### src/include/bcc_pkg.sv
/*
  Constants, register map and state codes of the buck converter control register bank.
  Assumes a single 40 MHz core clock; the timeout counts derive from CLK_HZ, the strap wait is a fixed cycle count.
*/
package bcc_pkg;

  // ----------------------------------------------------------------
  // Clock and host timeout timing
  // ----------------------------------------------------------------
  localparam int CLK_HZ     = 40_000_000;
  localparam int CYC_PER_MS = CLK_HZ / 1000;
  localparam int TMO0_MS    = 100;
  localparam int TMO1_MS    = 500;
  localparam int TMO2_MS    = 1000;
  localparam int TMO3_MS    = 5000;
  localparam int TMO_CNT_W  = 28;

  // ----------------------------------------------------------------
  // Register offsets
  // ----------------------------------------------------------------
  localparam logic [7:0] ADR_VOUT   = 8'h00;
  localparam logic [7:0] ADR_ILIM   = 8'h01;
  localparam logic [7:0] ADR_LIVE   = 8'h02;
  localparam logic [7:0] ADR_STICKY = 8'h03;
  localparam logic [7:0] ADR_MASK   = 8'h04;
  localparam logic [7:0] ADR_OPT    = 8'h05;
  localparam logic [7:0] ADR_CTRL   = 8'h06;

  // Reset values and implemented-bit masks
  localparam logic [7:0] VOUT_RST  = 8'h64;
  localparam logic [7:0] ILIM_RST  = 8'h04;
  localparam logic [7:0] FLT_RST   = 8'h00;
  localparam logic [7:0] MASK_RST  = 8'h0E;
  localparam logic [7:0] OPT_RST   = 8'h01;
  localparam logic [7:0] CTRL_RST  = 8'h01;
  localparam logic [7:0] ILIM_MASK = 8'h9F;
  localparam logic [7:0] OPT_MASK  = 8'hDF;
  localparam logic [7:0] CTRL_MASK = 8'h03;
  localparam logic [7:0] ALL_ONES  = 8'hFF;

  // ----------------------------------------------------------------
  // Field positions
  // ----------------------------------------------------------------
  localparam int ILIM_HALF  = 7;
  localparam int ILIM_CODE_HI = 4;
  localparam int OPT_BLEED  = 0;
  localparam int OPT_SPREAD = 1;
  localparam int OPT_RATE   = 2;
  localparam int OPT_LLC_LO = 3;
  localparam int OPT_LLC_HI = 4;
  localparam int OPT_TMO_LO = 6;
  localparam int OPT_TMO_HI = 7;
  localparam int CTRL_CORE  = 0;
  localparam int CTRL_TMOEN = 1;

  // Fault bit positions, shared by live, sticky and mask registers
  localparam int FLT_OV    = 0;
  localparam int FLT_CC    = 1;
  localparam int FLT_SHORT = 2;
  localparam int FLT_PGOOD = 3;
  localparam int FLT_TMO   = 4;
  localparam int FLT_OT    = 5;
  localparam int FLT_OTW   = 6;
  localparam int FLT_IPK   = 7;

  // ----------------------------------------------------------------
  // Serial slave constants
  // ----------------------------------------------------------------
  localparam logic [4:0] DEV_ADDR_HI = 5'h01;
  localparam logic [3:0] BYTE_BITS   = 4'h8;
  localparam logic [3:0] ACK_SEEN    = 4'h0;
  localparam logic [1:0] STRAP_WAIT  = 2'h2;

  // ----------------------------------------------------------------
  // Setpoint decode breakpoints
  // ----------------------------------------------------------------
  localparam logic [7:0]  V_BRK1     = 8'h91;
  localparam logic [7:0]  V_BRK2     = 8'hC4;
  localparam logic [7:0]  V_CODE_MAX = 8'hF1;
  localparam logic [15:0] V_BASE_MV  = 16'h0BB8;
  localparam logic [15:0] V_BRK1_MV  = 16'h170C;
  localparam logic [15:0] V_BRK2_MV  = 16'h2AF8;
  localparam logic [15:0] V_MAX_MV   = 16'h4E20;
  localparam logic [15:0] V_STEP1_MV = 16'h0014;
  localparam logic [15:0] V_STEP2_MV = 16'h0064;
  localparam logic [15:0] V_STEP3_MV = 16'h00C8;
  localparam logic [4:0]  I_CODE_MAX = 5'h1D;
  localparam logic [11:0] I_BASE_MA  = 12'h064;
  localparam logic [11:0] I_STEP_MA  = 12'h064;
  localparam logic [11:0] I_HALF_MA  = 12'h032;
  localparam logic [11:0] I_MAX_MA   = 12'hBEA;

  // Serial slave states
  typedef enum logic [6:0] {
    S_IDLE = 7'h01,
    S_DEV  = 7'h02,
    S_DACK = 7'h04,
    S_RX   = 7'h08,
    S_RACK = 7'h10,
    S_TX   = 7'h20,
    S_TACK = 7'h40
  } bcc_i2c_state_type;

endpackage

### src/rtl/bcc_regs_top.sv
/*
  Control and status register bank of the buck converter, reached as a serial two-wire slave.
  Assumes open-drain SDA and INT wires resolved outside; fault inputs are asynchronous levels.
*/
// Behaviour
// - Voltage code decodes in 20/100/200 mV steps
// - Voltage register resets to code 0x64
// - Current limit is 100 mA per step
// - Half step flag adds 50 mA
// - Current register resets to 0x04
// - Live fault register read-only, shows faults
// - Sticky register resets to zero
// - Reading sticky register returns then clears it
// - Mask resets 0x0E, zero bit unmasks
// - Fixed fault bit order in all registers
// - Bit 0 enables output discharge
// - Bit 1 enables clock dithering
// - Bit 2 selects 500 or 750 kHz
// - Bits 4:3 select drop compensation
// - Bits 7:6 select timeout period
// - Core on and timeout enable in enable_control
// - Writable registers and read-only live register
// - Slave address 00001 plus two strap bits
// - Burst writes auto-increment; read after pointer write
// - Onset sets sticky; interrupt follows fault
// - Timeout restores setpoints; access clears flag
`timescale 1ns/100ps
module bcc_regs_top
  import bcc_pkg::*;
#(
  parameter int TMO0_CYC = TMO0_MS * CYC_PER_MS,
  parameter int TMO1_CYC = TMO1_MS * CYC_PER_MS,
  parameter int TMO2_CYC = TMO2_MS * CYC_PER_MS,
  parameter int TMO3_CYC = TMO3_MS * CYC_PER_MS
)
(
  // Clock and reset
  input  wire logic        ref_clk,
  input  wire logic        arst_n,
  // Serial bus pins
  input  wire logic        scl_in,
  input  wire logic        sda_in,
  output logic             sda_out,
  output logic             sda_oe,
  input  wire logic [1:0]  addr_strap,
  // Protection circuit fault levels
  input  wire logic [7:0]  protect_in,
  // Interrupt pin, open drain
  output logic             int_out,
  output logic             int_oe,
  // Regulator controls
  output logic      [15:0] vout_mv,
  output logic      [11:0] ilim_ma,
  output logic             bleed_en,
  output logic             spread_en,
  output logic             rate_750k,
  output logic      [1:0]  line_loss_comp,
  output logic             core_on
);

  import bcc_pkg::*;

  // ----------------------------------------------------------------
  // Parameter check
  // ----------------------------------------------------------------
  localparam int TMO_LIMIT = (2 ** TMO_CNT_W) - 1;
  if (TMO0_CYC < 1 || TMO1_CYC < 1 || TMO2_CYC < 1 || TMO3_CYC < 1 ||
      TMO0_CYC > TMO_LIMIT || TMO1_CYC > TMO_LIMIT ||
      TMO2_CYC > TMO_LIMIT || TMO3_CYC > TMO_LIMIT)
  begin : g_bad_tmo
    $error("timeout cycle counts out of range");
  end

  // ----------------------------------------------------------------
  // Declarations
  // ----------------------------------------------------------------
  logic [11:0]       sync1, sync2, next_sync1, next_sync2;
  logic              scl_d, sda_d, next_scl_d, next_sda_d;
  logic              scl, sda, scl_rise, scl_fall, bus_start, bus_stop;
  logic [7:0]        prot;
  logic [1:0]        strap_cnt, next_strap_cnt;
  logic [1:0]        dev_low, next_dev_low;
  logic              strap_done, next_strap_done;
  bcc_i2c_state_type st, next_st;
  logic [3:0]        bit_cnt, next_bit_cnt;
  logic [7:0]        shreg, next_shreg, ptr, next_ptr, rdata;
  logic              ptr_phase, next_ptr_phase, rd_mode, next_rd_mode;
  logic              oe_q, next_oe_q;
  logic              wr_en, rd_load, access;
  logic [7:0]        vout_code, ilim_reg, mask, opt, ctrl, sticky, live, live_prev, onset;
  logic [7:0]        next_vout_code, next_ilim_reg, next_mask, next_opt, next_ctrl;
  logic [7:0]        next_sticky;
  logic [TMO_CNT_W-1:0] tmo_cnt, next_tmo_cnt, tmo_period;
  logic              tmo_flag, next_tmo_flag, tmo_restore;
  logic [15:0]       dec_mv, next_vout_mv;
  logic [11:0]       dec_ma, next_ilim_ma;
  logic              next_int_oe;

  // ----------------------------------------------------------------
  // Pin synchronisers and edge detection
  // ----------------------------------------------------------------
  always_comb
  begin
    next_sync1 = {protect_in, addr_strap, scl_in, sda_in};
    next_sync2 = sync1;
    next_scl_d = sync2[1];
    next_sda_d = sync2[0];
  end

  always_ff @(posedge ref_clk or negedge arst_n)
  begin
    if (!arst_n) begin
      sync1 <= 12'h003;
      sync2 <= 12'h003;
      scl_d <= 1'b1;
      sda_d <= 1'b1;
    end else begin
      sync1 <= next_sync1;
      sync2 <= next_sync2;
      scl_d <= next_scl_d;
      sda_d <= next_sda_d;
    end
  end

  // Bus conditions seen on synchronised lines
  assign scl       = sync2[1];
  assign sda       = sync2[0];
  assign prot      = sync2[11:4];
  assign scl_rise  = scl & ~scl_d;
  assign scl_fall  = ~scl & scl_d;
  assign bus_start = scl & scl_d & sda_d & ~sda;
  assign bus_stop  = scl & scl_d & ~sda_d & sda;

  // ----------------------------------------------------------------
  // Address strap capture after reset release
  // ----------------------------------------------------------------
  always_comb
  begin
    next_strap_cnt  = strap_cnt;
    next_dev_low    = dev_low;
    next_strap_done = strap_done;
    if (!strap_done) begin
      if (strap_cnt == STRAP_WAIT) begin
        next_dev_low    = sync2[3:2];
        next_strap_done = 1'b1;
      end else begin
        next_strap_cnt = strap_cnt + 2'h1;
      end
    end
  end

  always_ff @(posedge ref_clk or negedge arst_n)
  begin
    if (!arst_n) begin
      strap_cnt  <= 2'h0;
      dev_low    <= 2'h0;
      strap_done <= 1'b0;
    end else begin
      strap_cnt  <= next_strap_cnt;
      dev_low    <= next_dev_low;
      strap_done <= next_strap_done;
    end
  end

  // ----------------------------------------------------------------
  // Serial slave state machine
  // ----------------------------------------------------------------
  always_comb
  begin
    next_st        = st;
    next_bit_cnt   = bit_cnt;
    next_shreg     = shreg;
    next_ptr       = ptr;
    next_ptr_phase = ptr_phase;
    next_rd_mode   = rd_mode;
    next_oe_q      = oe_q;
    wr_en          = 1'b0;
    rd_load        = 1'b0;
    access         = 1'b0;
    if (bus_stop) begin
      next_st   = S_IDLE;
      next_oe_q = 1'b0;
    end else if (bus_start) begin
      next_st      = S_DEV;
      next_bit_cnt = 4'h0;
      next_oe_q    = 1'b0;
    end else begin
      unique case (st)
        S_IDLE: ;
        S_DEV:
          if (scl_rise) begin
            next_shreg   = {shreg[6:0], sda};
            next_bit_cnt = bit_cnt + 4'h1;
          end else if (scl_fall && bit_cnt == BYTE_BITS) begin
            if (shreg[7:1] == {DEV_ADDR_HI, dev_low}) begin
              next_st        = S_DACK;
              next_oe_q      = 1'b1;
              next_rd_mode   = shreg[0];
              next_ptr_phase = ~shreg[0];
              access         = 1'b1;
            end else begin
              next_st = S_IDLE;
            end
          end
        S_DACK:
          if (scl_fall) begin
            next_bit_cnt = 4'h0;
            if (rd_mode) begin
              rd_load    = 1'b1;
              next_shreg = rdata;
              next_oe_q  = ~rdata[7];
              next_ptr   = ptr + 8'h01;
              next_st    = S_TX;
            end else begin
              next_oe_q = 1'b0;
              next_st   = S_RX;
            end
          end
        S_RX:
          if (scl_rise) begin
            next_shreg   = {shreg[6:0], sda};
            next_bit_cnt = bit_cnt + 4'h1;
          end else if (scl_fall && bit_cnt == BYTE_BITS) begin
            next_st   = S_RACK;
            next_oe_q = 1'b1;
            // pointer byte, then consecutive data bytes
            if (ptr_phase) begin
              next_ptr       = shreg;
              next_ptr_phase = 1'b0;
            end else begin
              wr_en    = 1'b1;
              next_ptr = ptr + 8'h01;
            end
          end
        S_RACK:
          if (scl_fall) begin
            next_st      = S_RX;
            next_oe_q    = 1'b0;
            next_bit_cnt = 4'h0;
          end
        S_TX:
          if (scl_rise) begin
            next_bit_cnt = bit_cnt + 4'h1;
          end else if (scl_fall) begin
            if (bit_cnt == BYTE_BITS) begin
              next_st   = S_TACK;
              next_oe_q = 1'b0;
            end else begin
              next_shreg = {shreg[6:0], 1'b0};
              next_oe_q  = ~shreg[6];
            end
          end
        S_TACK:
          if (scl_rise) begin
            if (sda)
              next_st = S_IDLE;
            else
              next_bit_cnt = ACK_SEEN;
          end else if (scl_fall && bit_cnt == ACK_SEEN) begin
            rd_load      = 1'b1;
            next_shreg   = rdata;
            next_oe_q    = ~rdata[7];
            next_ptr     = ptr + 8'h01;
            next_st      = S_TX;
          end
        default: next_st = S_IDLE;
      endcase
    end
  end

  always_ff @(posedge ref_clk or negedge arst_n)
  begin
    if (!arst_n) begin
      st        <= S_IDLE;
      bit_cnt   <= 4'h0;
      shreg     <= 8'h00;
      ptr       <= 8'h00;
      ptr_phase <= 1'b0;
      rd_mode   <= 1'b0;
      oe_q      <= 1'b0;
    end else begin
      st        <= next_st;
      bit_cnt   <= next_bit_cnt;
      shreg     <= next_shreg;
      ptr       <= next_ptr;
      ptr_phase <= next_ptr_phase;
      rd_mode   <= next_rd_mode;
      oe_q      <= next_oe_q;
    end
  end

  // Open-drain data pin: only ever pulls low
  assign sda_out = 1'b0;
  assign sda_oe  = oe_q;

  // ----------------------------------------------------------------
  // Register file, faults and read mux
  // ----------------------------------------------------------------
  always_comb
  begin
    // live fault vector with internal timeout bit
    live          = prot;
    live[FLT_TMO] = tmo_flag;
    onset         = live & ~live_prev;
    unique case (ptr)
      ADR_VOUT:   rdata = vout_code;
      ADR_ILIM:   rdata = ilim_reg;
      ADR_LIVE:   rdata = live;
      ADR_STICKY: rdata = sticky;
      ADR_MASK:   rdata = mask;
      ADR_OPT:    rdata = opt;
      ADR_CTRL:   rdata = ctrl;
      default:    rdata = 8'h00;
    endcase
    next_vout_code = vout_code;
    next_ilim_reg  = ilim_reg;
    next_mask      = mask;
    next_opt       = opt;
    next_ctrl      = ctrl;
    if (tmo_restore) begin
      next_vout_code = VOUT_RST;
      next_ilim_reg  = ILIM_RST;
      next_opt       = OPT_RST;
    end
    // writable registers; live and sticky ignore writes
    if (wr_en) begin
      unique case (ptr)
        ADR_VOUT: next_vout_code = shreg;
        ADR_ILIM: next_ilim_reg  = shreg & ILIM_MASK;
        ADR_MASK: next_mask      = shreg;
        ADR_OPT:  next_opt       = shreg & OPT_MASK;
        ADR_CTRL: next_ctrl      = shreg & CTRL_MASK;
        default:  ;
      endcase
    end
    next_sticky = (sticky & ~((rd_load && ptr == ADR_STICKY) ? ALL_ONES : FLT_RST)) | onset;
  end

  always_ff @(posedge ref_clk or negedge arst_n)
  begin
    if (!arst_n) begin
      vout_code <= VOUT_RST;
      ilim_reg  <= ILIM_RST;
      mask      <= MASK_RST;
      opt       <= OPT_RST;
      ctrl      <= CTRL_RST;
      sticky    <= FLT_RST;
      live_prev <= FLT_RST;
    end else begin
      vout_code <= next_vout_code;
      ilim_reg  <= next_ilim_reg;
      mask      <= next_mask;
      opt       <= next_opt;
      ctrl      <= next_ctrl;
      sticky    <= next_sticky;
      live_prev <= live;
    end
  end

  // ----------------------------------------------------------------
  // Host timeout
  // ----------------------------------------------------------------
  always_comb
  begin
    unique case (opt[OPT_TMO_HI:OPT_TMO_LO])
      2'h0:    tmo_period = TMO_CNT_W'(TMO0_CYC);
      2'h1:    tmo_period = TMO_CNT_W'(TMO1_CYC);
      2'h2:    tmo_period = TMO_CNT_W'(TMO2_CYC);
      default: tmo_period = TMO_CNT_W'(TMO3_CYC);
    endcase
    next_tmo_cnt  = tmo_cnt + TMO_CNT_W'(1);
    next_tmo_flag = tmo_flag;
    tmo_restore   = 1'b0;
    // first expiry flags, second restores; access clears
    if (!ctrl[CTRL_TMOEN] || access) begin
      next_tmo_cnt  = '0;
      next_tmo_flag = 1'b0;
    end else if (tmo_cnt == tmo_period - TMO_CNT_W'(1)) begin
      next_tmo_cnt  = '0;
      next_tmo_flag = 1'b1;
      tmo_restore   = tmo_flag;
    end
  end

  always_ff @(posedge ref_clk or negedge arst_n)
  begin
    if (!arst_n) begin
      tmo_cnt  <= '0;
      tmo_flag <= 1'b0;
    end else begin
      tmo_cnt  <= next_tmo_cnt;
      tmo_flag <= next_tmo_flag;
    end
  end

  // ----------------------------------------------------------------
  // Decoded outputs and interrupt
  // ----------------------------------------------------------------
  bcc_setpoint_decode u_decode (
    .vout_code      (vout_code),
    .ilim_code      (ilim_reg[ILIM_CODE_HI:0]),
    .half_step_flag (ilim_reg[ILIM_HALF]),
    .vout_mv        (dec_mv),
    .ilim_ma        (dec_ma)
  );

  always_comb
  begin
    next_vout_mv = dec_mv;
    next_ilim_ma = dec_ma;
    next_int_oe  = |(live & ~mask);
  end

  always_ff @(posedge ref_clk or negedge arst_n)
  begin
    if (!arst_n) begin
      vout_mv <= V_BASE_MV + 16'(VOUT_RST) * V_STEP1_MV;
      ilim_ma <= I_BASE_MA + 12'(ILIM_RST[ILIM_CODE_HI:0]) * I_STEP_MA;
      int_oe  <= 1'b0;
    end else begin
      vout_mv <= next_vout_mv;
      ilim_ma <= next_ilim_ma;
      int_oe  <= next_int_oe;
    end
  end

  // Service and enable bits straight from their registers
  // option fields
  assign int_out        = 1'b0;
  assign bleed_en       = opt[OPT_BLEED];
  assign spread_en      = opt[OPT_SPREAD];
  assign rate_750k      = opt[OPT_RATE];
  assign line_loss_comp = opt[OPT_LLC_HI:OPT_LLC_LO];
  assign core_on        = ctrl[CTRL_CORE];
endmodule // bcc_regs_top

### src/rtl/bcc_setpoint_decode.sv
/*
  Combinational decode of the voltage and current-limit codes into millivolts and milliamps.
  Assumes the caller registers the results; out-of-range codes are clamped here.
*/
`timescale 1ns/100ps
module bcc_setpoint_decode
  import bcc_pkg::*;
(
  // Codes
  input  wire logic [7:0]  vout_code,
  input  wire logic [4:0]  ilim_code,
  input  wire logic        half_step_flag,
  // Decoded setpoints
  output logic      [15:0] vout_mv,
  output logic      [11:0] ilim_ma
);

  logic [7:0] v_code;
  logic [4:0] i_code;

  // ----------------------------------------------------------------
  // Piecewise voltage and linear current decode
  // ----------------------------------------------------------------
  always_comb
  begin
    v_code = (vout_code > V_CODE_MAX) ? V_CODE_MAX : vout_code;
    i_code = (ilim_code > I_CODE_MAX) ? I_CODE_MAX : ilim_code;
    if (v_code <= V_BRK1)
      vout_mv = V_BASE_MV + 16'(v_code) * V_STEP1_MV;
    else if (v_code <= V_BRK2)
      vout_mv = V_BRK1_MV + 16'(v_code - V_BRK1) * V_STEP2_MV;
    else
      vout_mv = V_BRK2_MV + 16'(v_code - V_BRK2) * V_STEP3_MV;
    ilim_ma = I_BASE_MA + 12'(i_code) * I_STEP_MA;
    if (half_step_flag)
      ilim_ma = ilim_ma + I_HALF_MA;
  end

endmodule // bcc_setpoint_decode

### config.mk
export PLATFORM = sky130hd
export DESIGN_NAME = bcc_regs_top
export DESIGN_NICKNAME = d
export VERILOG_FILES = /design/src/include/bcc_pkg.sv /design/src/rtl/bcc_regs_top.sv /design/src/rtl/bcc_setpoint_decode.sv
export SDC_FILE = /design/constraint.sdc
export NUM_CORES = 1
export LEC_CHECK = 0
export BUFFER_PORTS_ARGS = -buffer_cell sky130_fd_sc_hd__buf_2
export CAP_MARGIN = 20
export CORE_MARGIN = 2
export CORE_UTILIZATION = 50
export CTS_BUF_LIST = sky130_fd_sc_hd__clkbuf_4 sky130_fd_sc_hd__clkbuf_8
export DETAILED_ROUTE_END_ITERATION = 10
export PLACE_DENSITY = 0.66
export SKIP_CTS_REPAIR_TIMING = 1
export SLEW_MARGIN = 20
export SYNTH_ARGS = -nofsm -noshare
export SYNTH_HDL_FRONTEND = slang
export SYNTH_SLANG_ARGS = --single-unit
### constraint.sdc
create_clock -name ref_clk -period 13.3 [get_ports ref_clk]
set_clock_uncertainty 0.1 [all_clocks]
set_input_delay 3.99 -clock ref_clk [delete_from_list [all_inputs] [get_ports ref_clk]]
set_output_delay 3.99 -clock ref_clk [all_outputs]
set_load 0.1 [all_outputs]
After elaboration in Yosys (flattened, before gate mapping)
Index checks and enable logic that the tools add are counted.
Storage, ports and cells
  input bits: 14
  word-level logic and storage cells: 258
  output and inout port bits: 38
  bits in registers: 169
Operators by class
  bitwise logic cells: 26
  reductions and logical operators: 29
  magnitude comparators: 4
  eq/ne operators: 51
  add/subtract/negate cells: 12
  mux-type cells: 106
  $mul: 4
Operators by type and width (number)
  two-way mux 8 bit: 26
  two-way mux 7 bit: 14
  one-hot mux 28 bit (3 select lines): 1
  two-way mux 28 bit: 2
  one-hot mux 8 bit (7 select lines): 1
  one-hot mux 7 bit (7 select lines): 1
  inequality test 4 bit, second input constant: 12
  two-way mux 1 bit: 44
  two-way mux 16 bit: 2
  one-hot mux 8 bit (4 select lines): 1
  adder 28 x 1 -> 28 bit, second input constant: 1
  equality test 28 bit: 1
  subtractor 28 x 1 -> 28 bit, second input constant: 1
  bitwise AND 8 bit: 3
  equality test 8 x 3 -> 1 bit, second input constant: 3
  inequality test 2 bit, second input constant: 12
  inverter 8 bit: 3
  one-hot mux 8 bit (3 select lines): 1
  AND reduction 12 bit: 2
  two-way mux 4 bit: 5
  subtractor 8 x 8 -> 9 bit, second input constant: 2
  adder 13 x 16 -> 16 bit, first input constant: 1
  adder 14 x 16 -> 16 bit, first input constant: 1
  equality test 8 x 2 -> 1 bit, second input constant: 2
  57 further kinds: 90

Logic depth before layout (Yosys ltp)
  depth in word-level cells: 13
  depth in mapped cells: 23
  mapped depth without buffers: 22

Modules after synthesis
From an unflattened synthesis, not the netlist that was laid out.
Second synthesis, totals
  cells, all modules: 1242
  area total of the unflattened synthesis: 11842.6 um^2
By module, submodules not included
  bcc_regs_top: cells an instance 735, seq. area each 4212.8 um^2, instances 1, area an instance 7922.6 um^2
  bcc_setpoint_decode: cells an instance 507, seq. area each 0.0 um^2, instances 1, area an instance 3920.0 um^2

Worst setup path before layout
OpenSTA, ideal clock, no wires.
  path type: reg-to-reg
  start point: reg vout_code[6]
  end point: reg vout_mv[13]
  stages on the path, launching flop included: 23
  path slack: 7.934 ns
  library setup time: 0.104 ns
  arrival time: 5.162 ns
  path buffers: 1
  required time: 13.096 ns
  period minus slack after synthesis: 5.366 ns
  cells stage by stage: dfstp_2 > buf_4 > nand4_1 > o21bai_1 > inv_1 > ha_1 > nand2b_1 > a21boi_0 > nor2_1 > ha_1 > ha_1 > inv_1 > fa_1 > inv_1 > ha_1 > nor2_1 > a21oi_1 > xor2_1 > or3_1 > o21ai_1 > nand2_1 > xor2_1 > a221oi_1
On the way
  word-level cells in the longest chain between the ends: 7
  elaborated cells between the ends (all ways): 14
  classes of those cells: 5 x add/sub; 3 x mul; 3 x order compare; 3 x mux
RTL lines
  start, declared: line bcc_regs_top.sv:90  | logic [7:0] vout_code, ilim_reg, mask, opt, ctrl, sticky, live, live_prev, onset;
  start signal, assigned: line bcc_regs_top.sv:350  | vout_code <= next_vout_code;
  > comparator 8 bit: line bcc_setpoint_decode.sv:26  | v_code = (vout_code > V_CODE_MAX) ? V_CODE_MAX : vout_code;
  two-way mux 8 bit (*): line bcc_setpoint_decode.sv:26
  subtractor 8 x 8 -> 9 bit (on tied branches): line bcc_setpoint_decode.sv:33, bcc_setpoint_decode.sv:31
  multiplier 16 x 5 -> 13 bit / multiplier 16 x 5 -> 14 bit (equally long branches): line bcc_setpoint_decode.sv:33, bcc_setpoint_decode.sv:31
  adder 14 x 16 -> 16 bit / adder 13 x 16 -> 16 bit (equally long branches): line bcc_setpoint_decode.sv:33, bcc_setpoint_decode.sv:31
  two-way mux 16 bit: line bcc_setpoint_decode.sv:30  | else if (v_code <= V_BRK2)
  two-way mux 16 bit (*): line bcc_setpoint_decode.sv:28  | if (v_code <= V_BRK1)
  named net dec_mv[13]: line bcc_regs_top.sv:95  | logic [15:0] dec_mv, next_vout_mv;
  end signal, assigned: line bcc_regs_top.sv:417  | vout_mv <= V_BASE_MV + 16'(VOUT_RST) * V_STEP1_MV;
  end signal, assigned: line bcc_regs_top.sv:421  | vout_mv <= next_vout_mv;
  end, declared: line bcc_regs_top.sv:52  | output logic [15:0] vout_mv,
Mark *: on every way through the listed nets, which the timed path passes. The rest lies on a longest branch.
A chain may end at the register's enable or synchronous reset.

Final worst setup path
  start point: reg vout_code[7]
  end point: reg vout_mv[14]
The elaborated chain is that of the path after synthesis.

==> summary.md <==
| Metric | Value |
|---|---|
| Netlist cell types | 72 |
| Placed cell areas | roughly 11000 um2 |
| Top cell type's share of synthesized area | a little under a third |
| Most numerous cell in the Yosys netlist | dfrtp_1 |
| R2R Setup Slk | roughly 7.5 ns |
| Met3 WL post-DR | between 800 and 900 um |
| Top layer in use | met4 |
| Largest net degree at the start of global routing | 96 |
| Final total negative setup slack | 0 ns |
| Least-Margin Pin Slew | approximately 1.1 ns |
| Post-Place Cells | about 1500 |
| Die ar. | about 23000 um2 |
| Core box area | around 22000 um2 |
| Top cells by area, synth | dfrtp_1 31%, ha_1 12%, dfstp_2 6.5% |
| Slew HR | between 20% and 30% |
| Biggest regs | tmo_cnt: 28 flops, vout_mv: 14 flops |
| Synth Instances | 1170 |
| Worst-path cell chain | nand4_1 -> o21bai_1 -> buf_4 -> inv_1 -> ha_1 -> nand2b_1 -> a21boi_0 -> nor2_1 -> ha_1 -> ha_1 -> inv_1 -> fa_1 -> inv_1 -> ha_1 -> nor2_1 -> a21oi_1 -> xor2_1 -> or3_1 -> o21ai_0 -> a21oi_1 -> mux2i_1 -> o21ai_0 |
| Register area share after synthesis | 37.7% |
| Max Root-Sink Buffers | 2 |
| Most frequent cell on the critical path | ha_1 |
| DRC | 0 |
| IO Pins | 52 |
| Critical path arrival | roughly 6.0 ns |
| Ys flop type | dfrtp_1 |
| Worst-skew pair later-pin latency | around 0.46 ns |
| Clk pin slew, worst setup/hold paths | ~0.090 ns |
| CTS Buf Count | 17 |
| Root Driver | clkbuf_8 |
| Final Hold Violating Endpoints | 0 |
| Asr flop ratio synth | 100% |
| Hold crit path type | register to register |
| Initial antenna violation count | 0 |
| Number of global-route vias before repair | approximately 7900 |
| P&R area growth vs syn | 7.09% |
| Routed len/inst | 16.0 um |
| Cell depth of the worst flop-to-flop path | 22 |
| Die Y | 152 um |
| Detailed Routing Iterations Pass 1 | 5 |
| Crit path capture type | register |
| Setup CP Type | register to register |
| Row Count | 54 |
| Gr usage total | about a fifth |
| Hold Path Stages | 0 |
| Initial Util | roughly half |
| Remaining antenna violation count after routing | 0 |
| Layout cell share with drive strength beyond 1 | 11.5% |
| Largest stage delay, worst path | just under 0.7 ns |
| EDFF count, synth | 0 |
| First-pass GRT wire length | 40.0 mm |
| WHS | about 0.25 ns |
| Finish-stage setup viols | 0 |
| Leakage | approximately 0.0053 uW |
| Biggest register | tmo_cnt |
| Port Buf Inserts | 45 |
| Post-synth top area cell | dfrtp_1 |
| Filler instances | 1989 |
| Register bit total from synthesis | ~160 |
| Final wirelength | 23.7 mm |
| Hold EP | sync2[5]$_DFF_PN0_ |
| Fin. max-slew vios | 0 |
| RR Startpoint | vout_code[7]$_DFF_PN0_ |
| Sink Count | around 160 |
| Status | completed |
| Max Clk Rate | 173 MHz |
| RSZ-0062 raised after global routing | no |
| Vias | between 8000 and 9000 |
| Setup WS pre-CTS | 7.56 ns |
| Period minus WS final | between 5 and 6 ns |
| PwrDens | 80.2 nW/um2 |
| Maximum net fanout on the critical path | 14 |
| Final period utilization | between 40% and 50% |
| Max VDD drop | just over 70 uV |
| Syn_area_per_cell | 9.38 um2 |
| ANT cells | 0 |
| Via/cell ratio | 5.57 |
| Max FFs per register | 28 |
| Cell family with most CP delay | adder cells |
| Cell with the largest stage delay on the worst path | dfrtp_1 |
| Mapped Area | roughly 11000 um2 |
| Metal-1 WL | ~12 mm |
| Critical path launch point type | register |
| HPWL Detailed | 17.6 mm |
| Layout Nets | 1327 |
| Final instance area | 11800 um2 |
| FF-to-FF End | vout_mv[14]$_DFF_PN0_ |
| Final non-filler cell total | ~1500 |
| Grt ovf | 0 |
| CTS tree | built |
| WP data required | approximately 14 ns |
| H-Tree Level Count | 4 |
| Setup ws final | roughly 7.5 ns |
| Met2 wire length | ~11 mm |
| Yosys warning total | 0 |
| Max-cap violations | 0 |
| GPL Wtd Cong | 0.858 |
| Crit path buf inv count | 4 |
| Die width | 152 um |
| Hold path startpoint | next_sync2[5]$_DFF_PN0_ |
| Initial drt markers | 488 |
| Commonest cells post-synth | 137 x dfrtp_1, 105 x inv_1, 104 x ha_1 |
[worst max path at each step]
stage                                       from                     to  slack (ns)  cells after the start
after floorplan           vout_code[6]$_DFF_PN1_  vout_mv[13]$_DFF_PN0_        7.93                     22
after global placement                    arst_n     sda_oe$_DFFE_PN0P_        7.61                      2
after detailed placement  vout_code[7]$_DFF_PN0_  vout_mv[14]$_DFF_PN0_        7.56                     22
after CTS                 vout_code[7]$_DFF_PN0_  vout_mv[13]$_DFF_PN0_        7.54                     22
after global routing      vout_code[4]$_DFF_PN0_  vout_mv[14]$_DFF_PN0_        7.10                     22
final                     vout_code[7]$_DFF_PN0_  vout_mv[14]$_DFF_PN0_        7.53                     22
[through the flow]
stage	util, %	power (uW)
after floorplan	-	575
after global placement	52.4	600
after detailed placement	52.4	601
after CTS	54.2	953
after global routing	54.2	980
final	54.2	942
[kinds of logic (layout without fill, tap and decap cells)]
kind of cell,count (synthesis),count (layout),synth area share (%)
simple gates,332,332,14.8
buf+inv,157,187,5.79
flops,164,164,37.7
compound gates,274,274,16.4
fa+ha+maj,122,122,15.1
mux,16,16,1.85
other cells,1,5,0.0342
xor+xnor,104,104,8.30
[per-layer routing]
layer | vias to the layer above | GRT usage (%)
li1 | 4091 | -
met1 | 4000 | 30.0
met2 | 155 | 33.5
met3 | 24 | 3.73
met4 | 0 | 4.63
met5 | - | 0
[final cells by class]
| type | count | area (um2) | area share, % |
|---|---|---|---|
| clock buffers | 19 | 262 | 2.23 |
| flip-flops and latches | 164 | 4140 | 35.2 |
| inverters | 105 | 394 | 3.35 |
| multi-input cells | 853 | 6220 | 52.9 |
| well taps | 280 | 350 | 2.98 |
| repair buffers | 50 | 269 | 2.29 |
| clock inverters | 13 | 118 | 1.00 |
[report_power, final]
part           switching (uW)  total, uW  internal, uW
Sequential               26.0        538           512
Combinational            38.2       54.1          15.9
Clock                     204        350           146
[cells in the final DEF (no fill, tap or decap), types with 8 or more instances in the layout]
| cell | instances |
|---|---|
| a22o_1 | 21 |
| nor3_1 | 25 |
| a21o_1 | 9 |
| or3_1 | 13 |
| nand4_1 | 8 |
| buf_2 | 44 |
| dfrtp_1 | 137 |
| ha_1 | 104 |
| and3_1 | 8 |
| a22oi_1 | 11 |
| inv_1 | 105 |
| clkbuf_8 | 19 |
| nor2_1 | 98 |
| dfstp_2 | 27 |
| a21oi_1 | 66 |
| xor2_1 | 32 |
| o21ai_0 | 67 |
| a31oi_1 | 10 |
| xnor2_1 | 72 |
| fa_1 | 18 |
| nand3_1 | 23 |
| nand2_1 | 85 |
| o31ai_1 | 11 |
| nor2b_1 | 15 |
| a211oi_1 | 10 |
| and2_1 | 8 |
| nand2b_1 | 15 |
Note: power is estimated with default switching activity, not from simulation.
